==> src/include/sclk_pkg.sv <==
/*
   Shared constants and types for the system clock select and wake-up controller:
   register offsets, field positions, reset values, oscillator codes and wake counts.
   Assumes it is compiled before every design file that names it.
*/
package sclk_pkg;

   // Register offsets on the plain register port
   localparam logic [3:0] MODE_ADDR     = 4'h0;
   localparam logic [3:0] OSC_CFG_ADDR  = 4'h1;

   // System mode control fields
   localparam int          HLSEL_BIT     = 0;
   localparam int          IDLE_BIT      = 1;
   localparam int          HRDY_BIT      = 2;
   localparam int          LTO_BIT       = 3;
   localparam int          FAST_BIT      = 4;
   localparam int          DIV_LSB       = 5;
   localparam logic [7:0]  MODE_RESET    = 8'h03;
   localparam logic [7:0]  MODE_WR_MASK  = 8'hf3;

   // Oscillator configuration fields
   localparam int          OSC_TYPE_LSB  = 0;
   localparam int          KEEP_BIT      = 2;
   localparam int          SUB_ON_BIT    = 3;
   localparam logic [7:0]  CFG_RESET     = 8'h00;
   localparam logic [7:0]  CFG_WR_MASK   = 8'h0f;

   // System oscillator type codes
   localparam logic [1:0]  OSC_XTAL      = 2'h0;
   localparam logic [1:0]  OSC_EXTRC     = 2'h1;
   localparam logic [1:0]  OSC_INTRC     = 2'h2;
   localparam logic [1:0]  OSC_LOWRC     = 2'h3;

   // Divider field codes
   localparam logic [2:0]  DIV_LOW_A     = 3'h0;
   localparam logic [2:0]  DIV_LOW_B     = 3'h1;
   localparam logic [2:0]  DIV_H64       = 3'h2;
   localparam logic [2:0]  DIV_H32       = 3'h3;
   localparam logic [2:0]  DIV_H16       = 3'h4;
   localparam logic [2:0]  DIV_H4        = 3'h5;

   // Divider terminal masks on the high clock edge counter
   localparam logic [5:0]  MASK_H64      = 6'h3f;
   localparam logic [5:0]  MASK_H32      = 6'h1f;
   localparam logic [5:0]  MASK_H16      = 6'h0f;
   localparam logic [5:0]  MASK_H4       = 6'h03;
   localparam logic [5:0]  MASK_H2       = 6'h01;

   // Wake and stabilisation counts, in oscillator cycles
   localparam logic [10:0] XTAL_STAB_CYC = 11'h400;
   localparam logic [10:0] RC_WAKE_CYC   = 11'h00f;
   localparam logic [10:0] QUICK_CYC     = 11'h001;

   typedef enum logic [2:0] {
      ST_RUN,
      ST_IDLE_CLK,
      ST_IDLE_NOCLK,
      ST_SLEEP_SUB,
      ST_SLEEP_STOP,
      ST_WAKE,
      ST_FAST
   } sclk_state_t;

   typedef enum logic [1:0] {
      WK_HIGH1,
      WK_LOW1,
      WK_HSTAB,
      WK_FAST
   } sclk_wake_t;

endpackage

==> src/design/sclk_edge_sync.sv <==
/*
   Two-flop synchroniser with rising edge detect for a free-running oscillator input.
   Assumes the oscillator is well below half the reference clock rate.
*/
`timescale 1ns/1ps
module sclk_edge_sync
(
   input  wire logic ref_clk_in,
   input  wire logic rst_in,
   input  wire logic raw_in,
   output logic      rise_out
);

   logic meta_reg;
   logic sync_reg;
   logic prev_reg;

   // Synchroniser chain; only the second and third stages are looked at
   always_ff @(posedge ref_clk_in or posedge rst_in)
   begin
      if (rst_in)
      begin
         meta_reg <= 1'b0;
         sync_reg <= 1'b0;
         prev_reg <= 1'b0;
      end
      else
      begin
         meta_reg <= raw_in;
         sync_reg <= meta_reg;
         prev_reg <= sync_reg;
      end
   end

   // One pulse per oscillator rising edge
   assign rise_out = sync_reg & ~prev_reg;

endmodule // sclk_edge_sync

==> src/design/sclk_wake_ctrl.sv <==
/*
   System clock selection and halt / wake-up sequencing. Produces a system clock
   tick, CPU run enable and oscillator enables from the mode control and oscillator configuration registers.
   Assumes oscillator inputs are asynchronous square waves, halt and wake are
   one-cycle pulses from logic on the reference clock.
*/
`timescale 1ns/1ps

// Summary of operation
// - Halt with idle select set enters an idle state.
// - Halt with idle select clear enters a sleep state.
// - Clocked idle stops the CPU but keeps system clock ticking.
// - Unclocked idle stops both CPU and system clock.
// - Select high gives undivided high clock; low gives divided or low clock.
// - Divider field: 000/001 low, 010 /64, 011 /32, 100 /16, 101 /4, 111 /2.
// - Selecting the low clock turns the high oscillator off.
// - Fast wake uses sub clock, only from sub-clock sleep or unclocked idle.
// - Wake from full stop sleep ignores fast wake enable.
// - Fast wake: 1-2 sub cycles, sub clock until 1024 crystal cycles, flag, switch.
// - RC high oscillators wake in 15-16 cycles; low internal RC in 1-2.
// - With RC oscillators the fast wake enable has no effect.
// - Fast wake enable is a bit of the system mode control register.
// - Fast wake enable applies only with the high crystal oscillator.
module sclk_wake_ctrl
(
   input  wire logic       ref_clk_in,
   input  wire logic       rst_in,
   input  wire logic       high_osc_in,
   input  wire logic       low_osc_in,
   input  wire logic       halt_in,
   input  wire logic       wake_in,
   input  wire logic [3:0] addr_in,
   input  wire logic [7:0] wr_data_in,
   input  wire logic       wr_en_in,
   input  wire logic       rd_en_in,
   output logic [7:0]      rd_data_out,
   output logic            sys_tick_out,
   output logic            cpu_run_out,
   output logic            high_osc_en_out,
   output logic            sub_osc_en_out,
   output logic            sys_on_low_out
);

   logic [7:0]             mode_reg;
   logic [7:0]             cfg_reg;
   logic [7:0]             rd_data_reg;
   sclk_pkg::sclk_state_t  state_reg;
   sclk_pkg::sclk_state_t  halt_target;
   sclk_pkg::sclk_wake_t   kind_reg;
   sclk_pkg::sclk_wake_t   wake_kind_next;
   logic [10:0]            cnt_reg;
   logic [10:0]            wake_tgt;
   logic [10:0]            stab_tgt;
   logic [5:0]             div_cnt_reg;
   logic                   hrdy_reg;
   logic                   lto_reg;
   logic                   high_edge;
   logic                   low_edge;
   logic                   src_edge;
   logic                   sys_on_low;
   logic                   div_hit;
   logic                   tick_next;
   logic                   sys_tick_reg;
   logic                   cpu_run_reg;
   logic                   high_en_reg;
   logic                   sub_en_reg;
   logic                   sys_low_reg;
   logic [1:0]             osc_type;
   logic [2:0]             div_sel;
   logic                   hl_sel;
   logic                   idle_select;
   logic                   fast_wake_enable;

   // Oscillator edge detectors
   sclk_edge_sync u_high_sync
   (
      .ref_clk_in (ref_clk_in),
      .rst_in     (rst_in),
      .raw_in     (high_osc_in),
      .rise_out   (high_edge)
   );

   sclk_edge_sync u_low_sync
   (
      .ref_clk_in (ref_clk_in),
      .rst_in     (rst_in),
      .raw_in     (low_osc_in),
      .rise_out   (low_edge)
   );

   // True when the select and divider fields pick the low clock
   function automatic logic uses_low(input logic hl, input logic [2:0] dv);
      uses_low = !hl && (dv == sclk_pkg::DIV_LOW_A || dv == sclk_pkg::DIV_LOW_B);
   endfunction

   // Terminal mask of the high clock divider
   function automatic logic [5:0] div_mask(input logic [2:0] dv);
      if (dv == sclk_pkg::DIV_H64)
         div_mask = sclk_pkg::MASK_H64;
      else if (dv == sclk_pkg::DIV_H32)
         div_mask = sclk_pkg::MASK_H32;
      else if (dv == sclk_pkg::DIV_H16)
         div_mask = sclk_pkg::MASK_H16;
      else if (dv == sclk_pkg::DIV_H4)
         div_mask = sclk_pkg::MASK_H4;
      else
         div_mask = sclk_pkg::MASK_H2;
   endfunction

   // Register fields
   assign hl_sel           = mode_reg[sclk_pkg::HLSEL_BIT];
   assign idle_select      = mode_reg[sclk_pkg::IDLE_BIT];
   assign fast_wake_enable = mode_reg[sclk_pkg::FAST_BIT];
   assign div_sel          = mode_reg[sclk_pkg::DIV_LSB +: 3];
   assign osc_type         = cfg_reg[sclk_pkg::OSC_TYPE_LSB +: 2];
   assign sys_on_low       = uses_low(hl_sel, div_sel) || osc_type == sclk_pkg::OSC_LOWRC;
   assign stab_tgt         = (osc_type == sclk_pkg::OSC_XTAL) ? sclk_pkg::XTAL_STAB_CYC
                                                               : sclk_pkg::RC_WAKE_CYC;

   // Register writes; status bits are not writable
   always_ff @(posedge ref_clk_in or posedge rst_in)
   begin
      if (rst_in)
      begin
         mode_reg <= sclk_pkg::MODE_RESET;
         cfg_reg  <= sclk_pkg::CFG_RESET;
      end
      else if (wr_en_in)
      begin
         if (addr_in == sclk_pkg::MODE_ADDR)
            mode_reg <= wr_data_in & sclk_pkg::MODE_WR_MASK;
         else if (addr_in == sclk_pkg::OSC_CFG_ADDR)
            cfg_reg <= wr_data_in & sclk_pkg::CFG_WR_MASK;
      end
   end

   // Read data, valid only in the cycle after the read strobe
   always_ff @(posedge ref_clk_in or posedge rst_in)
   begin
      if (rst_in)
         rd_data_reg <= 8'h00;
      else if (rd_en_in && addr_in == sclk_pkg::MODE_ADDR)
         rd_data_reg <= mode_reg | ({7'h00, hrdy_reg} << sclk_pkg::HRDY_BIT)
                                 | ({7'h00, lto_reg} << sclk_pkg::LTO_BIT);
      else if (rd_en_in && addr_in == sclk_pkg::OSC_CFG_ADDR)
         rd_data_reg <= cfg_reg;
      else
         rd_data_reg <= 8'h00;
   end

   // Stop state chosen by a halt command
   always_comb
   begin
      if (idle_select)
         halt_target = cfg_reg[sclk_pkg::KEEP_BIT] ? sclk_pkg::ST_IDLE_CLK : sclk_pkg::ST_IDLE_NOCLK;
      else
         halt_target = cfg_reg[sclk_pkg::SUB_ON_BIT] ? sclk_pkg::ST_SLEEP_SUB : sclk_pkg::ST_SLEEP_STOP;
   end

   // Wake sequence chosen by stop state, oscillator type and fast wake enable
   always_comb
   begin
      if (state_reg == sclk_pkg::ST_IDLE_CLK)
         wake_kind_next = sys_on_low ? sclk_pkg::WK_LOW1 : sclk_pkg::WK_HIGH1;
      else if (sys_on_low)
         wake_kind_next = sclk_pkg::WK_LOW1;
      else if (osc_type != sclk_pkg::OSC_XTAL)
         wake_kind_next = sclk_pkg::WK_HSTAB;
      else if (fast_wake_enable && state_reg != sclk_pkg::ST_SLEEP_STOP)
         wake_kind_next = sclk_pkg::WK_FAST;
      else
         wake_kind_next = sclk_pkg::WK_HSTAB;
   end

   // Count target and counted source of the current wake sequence
   assign wake_tgt = (kind_reg == sclk_pkg::WK_HSTAB) ? stab_tgt : sclk_pkg::QUICK_CYC;
   assign src_edge = (kind_reg == sclk_pkg::WK_LOW1 || kind_reg == sclk_pkg::WK_FAST) ? low_edge
                                                                                       : high_edge;

   // Operating state, wake counter and high oscillator ready flag
   always_ff @(posedge ref_clk_in or posedge rst_in)
   begin
      if (rst_in)
      begin
         state_reg <= sclk_pkg::ST_WAKE;
         kind_reg  <= sclk_pkg::WK_HSTAB;
         cnt_reg   <= 11'h000;
         hrdy_reg  <= 1'b0;
      end
      else
      begin
         case (state_reg)
            sclk_pkg::ST_RUN:
            begin
               if (halt_in)
               begin
                  state_reg <= halt_target;
                  cnt_reg   <= 11'h000;
                  if (halt_target != sclk_pkg::ST_IDLE_CLK || sys_on_low)
                     hrdy_reg <= 1'b0;
               end
               else if (sys_on_low)
               begin
                  hrdy_reg <= 1'b0;
                  cnt_reg <= 11'h000;
               end
               else if (!hrdy_reg && high_edge)
               begin
                  if (cnt_reg == stab_tgt - 11'h001)
                  begin
                     hrdy_reg <= 1'b1;
                     cnt_reg  <= 11'h000;
                  end
                  else
                     cnt_reg <= cnt_reg + 11'h001;
               end
            end
            sclk_pkg::ST_IDLE_CLK, sclk_pkg::ST_IDLE_NOCLK,
            sclk_pkg::ST_SLEEP_SUB, sclk_pkg::ST_SLEEP_STOP:
            begin
               if (wake_in)
               begin
                  state_reg <= sclk_pkg::ST_WAKE;
                  kind_reg  <= wake_kind_next;
                  cnt_reg   <= 11'h000;
               end
            end
            sclk_pkg::ST_WAKE:
            begin
               if (src_edge)
               begin
                  if (cnt_reg == wake_tgt - 11'h001)
                  begin
                     cnt_reg <= 11'h000;
                     if (kind_reg == sclk_pkg::WK_FAST)
                        state_reg <= sclk_pkg::ST_FAST;
                     else
                     begin
                        state_reg <= sclk_pkg::ST_RUN;
                        if (kind_reg == sclk_pkg::WK_HSTAB)
                           hrdy_reg <= 1'b1;
                     end
                  end
                  else
                     cnt_reg <= cnt_reg + 11'h001;
               end
            end
            sclk_pkg::ST_FAST:
            begin
               if (high_edge)
               begin
                  if (cnt_reg == sclk_pkg::XTAL_STAB_CYC - 11'h001)
                  begin
                     hrdy_reg  <= 1'b1;
                     cnt_reg   <= 11'h000;
                     state_reg <= sclk_pkg::ST_RUN;
                  end
                  else
                     cnt_reg <= cnt_reg + 11'h001;
               end
            end
            default:
               state_reg <= sclk_pkg::ST_RUN;
         endcase
      end
   end

   // Low oscillator ready flag: dropped in full stop sleep, set on first low edge
   always_ff @(posedge ref_clk_in or posedge rst_in)
   begin
      if (rst_in)
         lto_reg <= 1'b0;
      else if (state_reg == sclk_pkg::ST_SLEEP_STOP)
         lto_reg <= 1'b0;
      else if (low_edge)
         lto_reg <= 1'b1;
   end

   // High clock divider counter
   always_ff @(posedge ref_clk_in or posedge rst_in)
   begin
      if (rst_in)
         div_cnt_reg <= 6'h00;
      else if (high_edge)
         div_cnt_reg <= div_cnt_reg + 6'h01;
   end

   assign div_hit = (div_cnt_reg & div_mask(div_sel)) == div_mask(div_sel);

   // System clock tick selection
   always_comb
   begin
      tick_next = 1'b0;
      if (state_reg == sclk_pkg::ST_RUN || state_reg == sclk_pkg::ST_IDLE_CLK)
      begin
         if (sys_on_low || !hrdy_reg)
            tick_next = low_edge;
         else if (hl_sel)
            tick_next = high_edge;
         else
            tick_next = high_edge && div_hit;
      end
      else if (state_reg == sclk_pkg::ST_FAST)
         tick_next = low_edge;
   end

   // Registered outputs
   always_ff @(posedge ref_clk_in or posedge rst_in)
   begin
      if (rst_in)
      begin
         sys_tick_reg <= 1'b0;
         cpu_run_reg  <= 1'b0;
         high_en_reg  <= 1'b1;
         sub_en_reg   <= 1'b1;
         sys_low_reg  <= 1'b0;
      end
      else
      begin
         sys_tick_reg <= tick_next;
         cpu_run_reg  <= state_reg == sclk_pkg::ST_RUN || state_reg == sclk_pkg::ST_FAST;
         high_en_reg  <= osc_type != sclk_pkg::OSC_LOWRC &&
                         (((state_reg == sclk_pkg::ST_RUN || state_reg == sclk_pkg::ST_IDLE_CLK)
                           && !sys_on_low)
                          || state_reg == sclk_pkg::ST_FAST
                          || (state_reg == sclk_pkg::ST_WAKE && kind_reg != sclk_pkg::WK_LOW1));
         sub_en_reg   <= state_reg != sclk_pkg::ST_SLEEP_STOP;
         sys_low_reg  <= sys_on_low || state_reg == sclk_pkg::ST_FAST;
      end
   end

   assign rd_data_out     = rd_data_reg;
   assign sys_tick_out    = sys_tick_reg;
   assign cpu_run_out     = cpu_run_reg;
   assign high_osc_en_out = high_en_reg;
   assign sub_osc_en_out  = sub_en_reg;
   assign sys_on_low_out  = sys_low_reg;
endmodule // sclk_wake_ctrl

==> config.mk <==
export PLATFORM = sky130hd
export DESIGN_NAME = sclk_wake_ctrl
export DESIGN_NICKNAME = d
export VERILOG_FILES = /design/src/include/sclk_pkg.sv /design/src/design/sclk_edge_sync.sv /design/src/design/sclk_wake_ctrl.sv
export SDC_FILE = /design/constraint.sdc
export NUM_CORES = 1
export LEC_CHECK = 0
export BUFFER_PORTS_ARGS = -buffer_cell sky130_fd_sc_hd__buf_2
export CORE_MARGIN = 10
export CORE_UTILIZATION = 55
export DETAILED_ROUTE_END_ITERATION = 6
export PLACE_DENSITY_LB_ADDON = 0.25
export SETUP_SLACK_MARGIN = 0.4
export SYNTH_ARGS = -nofsm -noshare
export SYNTH_HDL_FRONTEND = slang
export SYNTH_SLANG_ARGS = --single-unit
==> constraint.sdc <==
create_clock -name ref_clk_in -period 5.9 [get_ports ref_clk_in]
set_input_delay 0.59 -clock ref_clk_in [delete_from_list [all_inputs] [get_ports ref_clk_in]]
set_output_delay 0.59 -clock ref_clk_in [all_outputs]
set_load 0.01 [all_outputs]
Word-level counts from Yosys, hierarchy flattened. Cells that the tools add are included.

Add/subtract/negate cells: 4. Bitwise gates (word level): 8. Eq/ne operators: 35. Reductions and logical operators: 37. Mux-type cells: 53.

Operator list (count): 2-to-1 mux 11 bit (11); case mux 11 bit (4 select lines) (1); 2-to-1 mux 3 bit (9); equality test 11 bit (2); subtractor 11 x 1 -> 11 bit (second input constant) (2); 2-to-1 mux 1 bit (21); inequality test 2 bit (second input constant) (9); equality test 3 bit (second input constant) (5); equality test 3 x 2 -> 1 bit (second input constant) (4); case mux 3 bit (4 select lines) (1); adder 11 x 1 -> 11 bit (second input constant) (1); equality test 11 x 10 -> 1 bit (second input constant) (1); logical OR 1 bit (10); AND reduction 10 bit (1); logical AND 1 bit (9); 2-to-1 mux 2 bit (4); 2-to-1 mux 4 bit (2); 2-to-1 mux 8 bit (1); inequality test 4 bit (second input constant) (2); bitwise OR 8 x 3 -> 8 bit (1); bitwise OR 8 x 4 -> 8 bit (1); adder 6 x 1 -> 6 bit (second input constant) (1); bitwise AND 6 bit (1); equality test 2 bit (second input constant) (3); 24 further kinds (34).

Output and inout bits: 13. Register bits after elaboration: 53. Logic and storage cells: 157. Bits of input ports: 20.

Logic depth before layout (Yosys ltp).
Word-level depth: 11. Gate-level depth with buffers: 8. Depth with buffers taken out: 7.

Hierarchy. From an unflattened synthesis, not the netlist that was laid out.

Cell total of the unflattened synthesis: 266. Area total of the unflattened synthesis: 2738.9 um^2.

By module, submodules not included: sclk_wake_ctrl (area an instance 2553.7 um^2, times used 1, sequential area each 1184.9 um^2, cells each 256); sclk_edge_sync (area an instance 92.6 um^2, times used 2, sequential area each 75.1 um^2, cells each 5).

Least setup slack after synthesis. No wires, ideal clock.

Path type: register to register. From: reg kind_reg[0]. To: reg cnt_reg[5]. Period minus slack after synthesis: 2111 ps. Setup slack: 3789 ps. Required time: 5757 ps. Setup time: 143 ps. Arrival time: 1968 ps. Cell stages (with the launch flop): 8. Buffers on the path: 1. Cells stage by stage: dfrtp_1 or3b_1 a32o_1 a2111oi_4 buf_4 nor2_1 a221oi_1 o31ai_1.

Cells in the longest elaborated chain, start to end: 7. Elaborated cells between the ends (all ways): 13. Those cells by class: add/sub: 1; eq/ne: 5; mux: 5; reduce/logical: 2.

Ends and longest elaborated chain: start, declared (line sclk_wake_ctrl.sv:49) `sclk_pkg::sclk_wake_t kind_reg;`; start signal, assigned (line sclk_wake_ctrl.sv:186) `kind_reg <= sclk_pkg::WK_HSTAB;`; start signal, assigned (line sclk_wake_ctrl.sv:224) `kind_reg <= wake_kind_next;`; equality test 2 bit (line sclk_wake_ctrl.sv:176) `assign wake_tgt = (kind_reg == sclk_pkg::WK_HSTAB) ? stab_tgt : sclk_pkg::QUICK_CYC;`; 2-to-1 mux 11 bit (line sclk_wake_ctrl.sv:176); subtractor 11 x 1 -> 11 bit (line sclk_wake_ctrl.sv:232) `if (cnt_reg == wake_tgt - 11'h001)`; equality test 11 bit (line sclk_wake_ctrl.sv:232); 2-to-1 mux 11 bit (line sclk_wake_ctrl.sv:232); 2-to-1 mux 11 bit (line sclk_wake_ctrl.sv:230) `if (src_edge)`; case mux 11 bit (4 select lines) (line sclk_wake_ctrl.sv:192) `case (state_reg)`; end signal, assigned (line sclk_wake_ctrl.sv:215) `cnt_reg <= cnt_reg + 11'h001;`; end signal, assigned (line sclk_wake_ctrl.sv:245) `cnt_reg <= cnt_reg + 11'h001;`; end signal, assigned (line sclk_wake_ctrl.sv:259) `cnt_reg <= cnt_reg + 11'h001;`; end, declared (line sclk_wake_ctrl.sv:51) `logic [10:0] cnt_reg;`.

Several ways; a longest one is shown, not always the timed one. The select of a mux whose other input is x is not followed. A chain may end at the register's enable or synchronous reset.

Worst setup path in the final report.
From: reg state_reg[2]. To: reg cnt_reg[8].

Cells in the longest elaborated chain, start to end: 4. Elaborated cells between the ends (all ways): 15. Those cells by class: eq/ne: 10; mux: 1; reduce/logical: 4.

Ends and longest elaborated chain: start, declared (line sclk_wake_ctrl.sv:47) `sclk_pkg::sclk_state_t state_reg;`; start signal, assigned (line sclk_wake_ctrl.sv:185) `state_reg <= sclk_pkg::ST_WAKE;`; start signal, assigned (line sclk_wake_ctrl.sv:197) `state_reg <= halt_target;`; start signal, assigned (line sclk_wake_ctrl.sv:223) `state_reg <= sclk_pkg::ST_WAKE;`; equality test 3 bit, or another cell as far along (line sclk_wake_ctrl.sv:192); OR reduction 4 bit (line sclk_wake_ctrl.sv:192); nonzero test 4 bit (no source line) or inequality test 2 bit (tied branches); AND reduction 5 bit (no source line).

Several ways; a longest one is shown, not always the timed one.

==> impl_metrics.yaml <==
synth:
  yosysUniqueCellTypes: 64
  syn_avg_cell_area_um2: 9.93
  synth_seq_cells: 53
  yosysWarnings: 0
  async_reset_ff_share_pct: 100
  syn_area_um2: 2950
  synth_edf_count: 0
  synth_nets: 319
  synth-main-ff-cell: "dfrtp_1"
  postSynthCellCount: 297
  synth_sequential_area_ratio_pct: 45.3
detailed_routing:
  wire_per_inst_um: 17.0
  drc: 0
  route.vias.total: 2444
  drt-initial-drc-count: 230
  antenna_left: 0
  avgViaCountPerCell: 6.19
  dr.pass1.iters: 4
  drt_wl_total_mm: 6.73
place:
  dpl_worst_slack_ns: 3.24
  dp_hpwl_mm: 4.93
  routabilityCongestion: 0.985
  io_buffer_count: 32
  placed_area_um2: 3090
  placed_cells: 387
clocking:
  cts_root_buf: "clkbuf_8"
  cts-buffers-inserted: 5
  clockBufferDepth: 2
  cts_resized: 0
  htreeDepth: 2
  insertion_delay_ns: 0.30
  post-cts-setup-buffers: 0
  cts_tree: "yes"
  ctsHoldBuffers: 0
  clk_pin_slew_worst_paths_ns: 0.10
  cts_sinks: 53
cells_and_area:
  postLayoutCoreUtil_pct: 61.7
  fin_cells: 395
  fin_area_um2: 3170
  n_antenna_cell: 0
  seqCellArea_um2: 1340
  fillCellCount: 468
  drive_above_1_share_pct: 21.2
  finalNetCount: 346
  largest_reg_flops: 11
  area_delta_synth_final_pct: 7.64
  multi_input_area_um2: 1470
global_route:
  grt_pass1_wl_mm: 11.5
  grt_usage_pct: 16.0
  grt-ovfl-total: 0
  grt_max_degree: 54
  grt_pass1_vias: 2329
  antenna_found_initial: 0
sta:
  skew_ns: 0.00968
  setup_ws_ns: 3.19
  hold_viol_final: 0
  drv_slew: 0
  tns_ns: 0
  slew_headroom_pct: 30.5
  min_period_over_period_pct: 46.0
  max_slew.worst_pin.slew_ns: 1.04
  fmax_mhz: 369
  fin_crit_ns: 2.71
  rsz0062_at_grt: "false"
  finalSetupViolCount: 0
critical_path:
  cp.required_ns: 6.05
  start_kind: "flip-flop"
  worst-path-buf-inv: 0
  crit_family: "compound AO/OA/AOI/OAI gates"
  path_cells: "nor3_1 > o2111a_1 > a2111oi_4 > o32ai_1 > a41oi_1 > o41ai_1"
  critPathMaxStageDelay_ns: 0.93
  arrival_ns: 2.87
  end_kind: "flip-flop"
  cp_slowest_cell: "dfstp_2"
  worst-path-max-fanout: 29
  path_class: "flip-flop to flip-flop"
outcome:
  outcome: "finished, final reports clean"
floorplan:
  die_y_um: 93.2
  dieArea_um2: 8690
  initial_utilization_pct: 57.4
  core_um2: 5140
  die_w_um: 93.2
  ios: 33
  num_rows: 26
power:
  combPwrFrac_pct: 36.3
  powerDensity_nw_per_um2: 377
  irDropWorstVdd_v: 0.000257
  power_frac_clock_pct: 16.9
  intPower_mw: 0.711
  power_switching_share_pct: 40.5
  switchingPower_mw: 0.484
  seqPwrFrac_pct: 46.8
  p_leak_nw: 1.36
job:
  cap_violations: 0
min_path:
  min_path_type: "flip-flop to flip-flop"
==> synth_stat cells (4+ instances only) <==
| master | n | area, µm² |
|---|---|---|
| buf_6 | 5 | 56.3 |
| a221oi_1 | 5 | 43.8 |
| nand2b_1 | 4 | 25.0 |
| a41oi_1 | 4 | 35.0 |
| o21ai_0 | 11 | 55.1 |
| inv_1 | 9 | 33.8 |
| nand2_1 | 35 | 131 |
| a32oi_1 | 4 | 35.0 |
| nand3b_1 | 6 | 45.0 |
| nor3_1 | 8 | 40.0 |
| dfstp_2 | 7 | 184 |
| and2_1 | 9 | 56.3 |
| xnor2_1 | 6 | 52.6 |
| nor2b_1 | 9 | 56.3 |
| nand4_1 | 9 | 56.3 |
| dfrtp_1 | 46 | 1150 |
| o21ai_1 | 10 | 50.1 |
| a22o_1 | 4 | 35.0 |
| nand3_1 | 9 | 45.0 |
| mux2_2 | 10 | 113 |
| nor2_1 | 13 | 48.8 |
| a21oi_1 | 11 | 55.1 |
| or3_1 | 4 | 25.0 |
==> kinds of logic (layout without fill, tap and decap cells) <==
group	Yosys count	in the layout	share of synthesized area, %
and+or+nand+nor	125	125	23.1
AOI/OAI and AO/OA	77	77	19.4
DFF	53	53	45.3
buffers and inverters	22	50	5.01
muxes	11	11	4.20
xor gates and xnor gates	7	7	2.08
adders and majority gates	2	2	0.849
==> placed cells by master, fill, tap and decap left out, types with 2 or more instances in the layout <==
cell	n
a211oi_1	3
a21oi_1	11
a221oi_1	5
a22o_1	4
a31oi_1	2
a32oi_1	4
a41oi_1	4
and2_1	9
and3_1	3
and3_2	3
buf_2	32
clkbuf_8	5
clkinvlp_4	2
dfrtp_1	46
dfstp_2	7
ha_1	2
inv_1	8
mux2_2	10
nand2_1	35
nand2b_1	4
nand3_1	9
nand3b_1	6
nand4_1	9
nor2_1	13
nor2b_1	9
nor3_1	8
o211ai_1	2
o21ai_0	11
o21ai_1	10
o32ai_1	3
o41ai_1	2
or2_2	3
or3_1	4
xnor2_1	6
==> layout make-up <==
| class | instances | area share, % |
|---|---|---|
| clock buffers | 6 | 2.29 |
| clock inverters | 2 | 0.473 |
| inverters | 10 | 1.18 |
| multi-input cells | 222 | 46.2 |
| flip-flops and latches | 53 | 42.1 |
| well taps | 70 | 2.76 |
| repair buffers | 32 | 5.05 |
==> final timing paths <==
kind	from	end	slack, ns	cells after the start
min reg2reg	u_high_sync.meta_reg	u_high_sync.sync_reg	0.36	0
max reg2reg	state_reg[2]	cnt_reg[8]	3.19	6
min in group asynchronous	rst_in	cnt_reg[3]	0.53	2
min	u_high_sync.meta_reg	u_high_sync.sync_reg	0.36	0
max	state_reg[2]	cnt_reg[8]	3.19	6
max in group asynchronous	rst_in	rd_data_out[0]	4.72	2
==> power by group through the flow <==
stage,logic (mW),clock network (mW),registers (mW)
5_1_grt,0.483,0.223,0.575
3_5_place_dp,0.430,0,0.564
4_1_cts,0.432,0.207,0.557
3_3_place_gp,0.425,0,0.560
2_1_floorplan,0.377,0,0.515
6_report,0.434,0.203,0.559
==> per-layer routing <==
layer / GRT usage, % / vias up / routed length, µm
met2: 25.3 / 81 / 3180
met4: 3.60 / 0 / 67
met1: 21.5 / 1189 / 3020
met5: 0 / - / 0
li1: - / 1166 / -
met3: 4.08 / 8 / 469
==> stage by stage <==
stage	hold slack (ns)	power, mW
6_report	0.360	1.20
5_1_grt	0.375	1.28
4_1_cts	0.364	1.20
3_5_place_dp	0.338	0.994
3_3_place_gp	0.332	0.985
2_1_floorplan	0.331	0.892
==> worst reg2reg max path: cells and delay by family, from the launching register on <==
family          cells  cell delay (ns)
compound gates      5             1.40
flops               1             0.93
simple gates        1             0.24
Note: power is estimated with default switching activity, not from simulation.
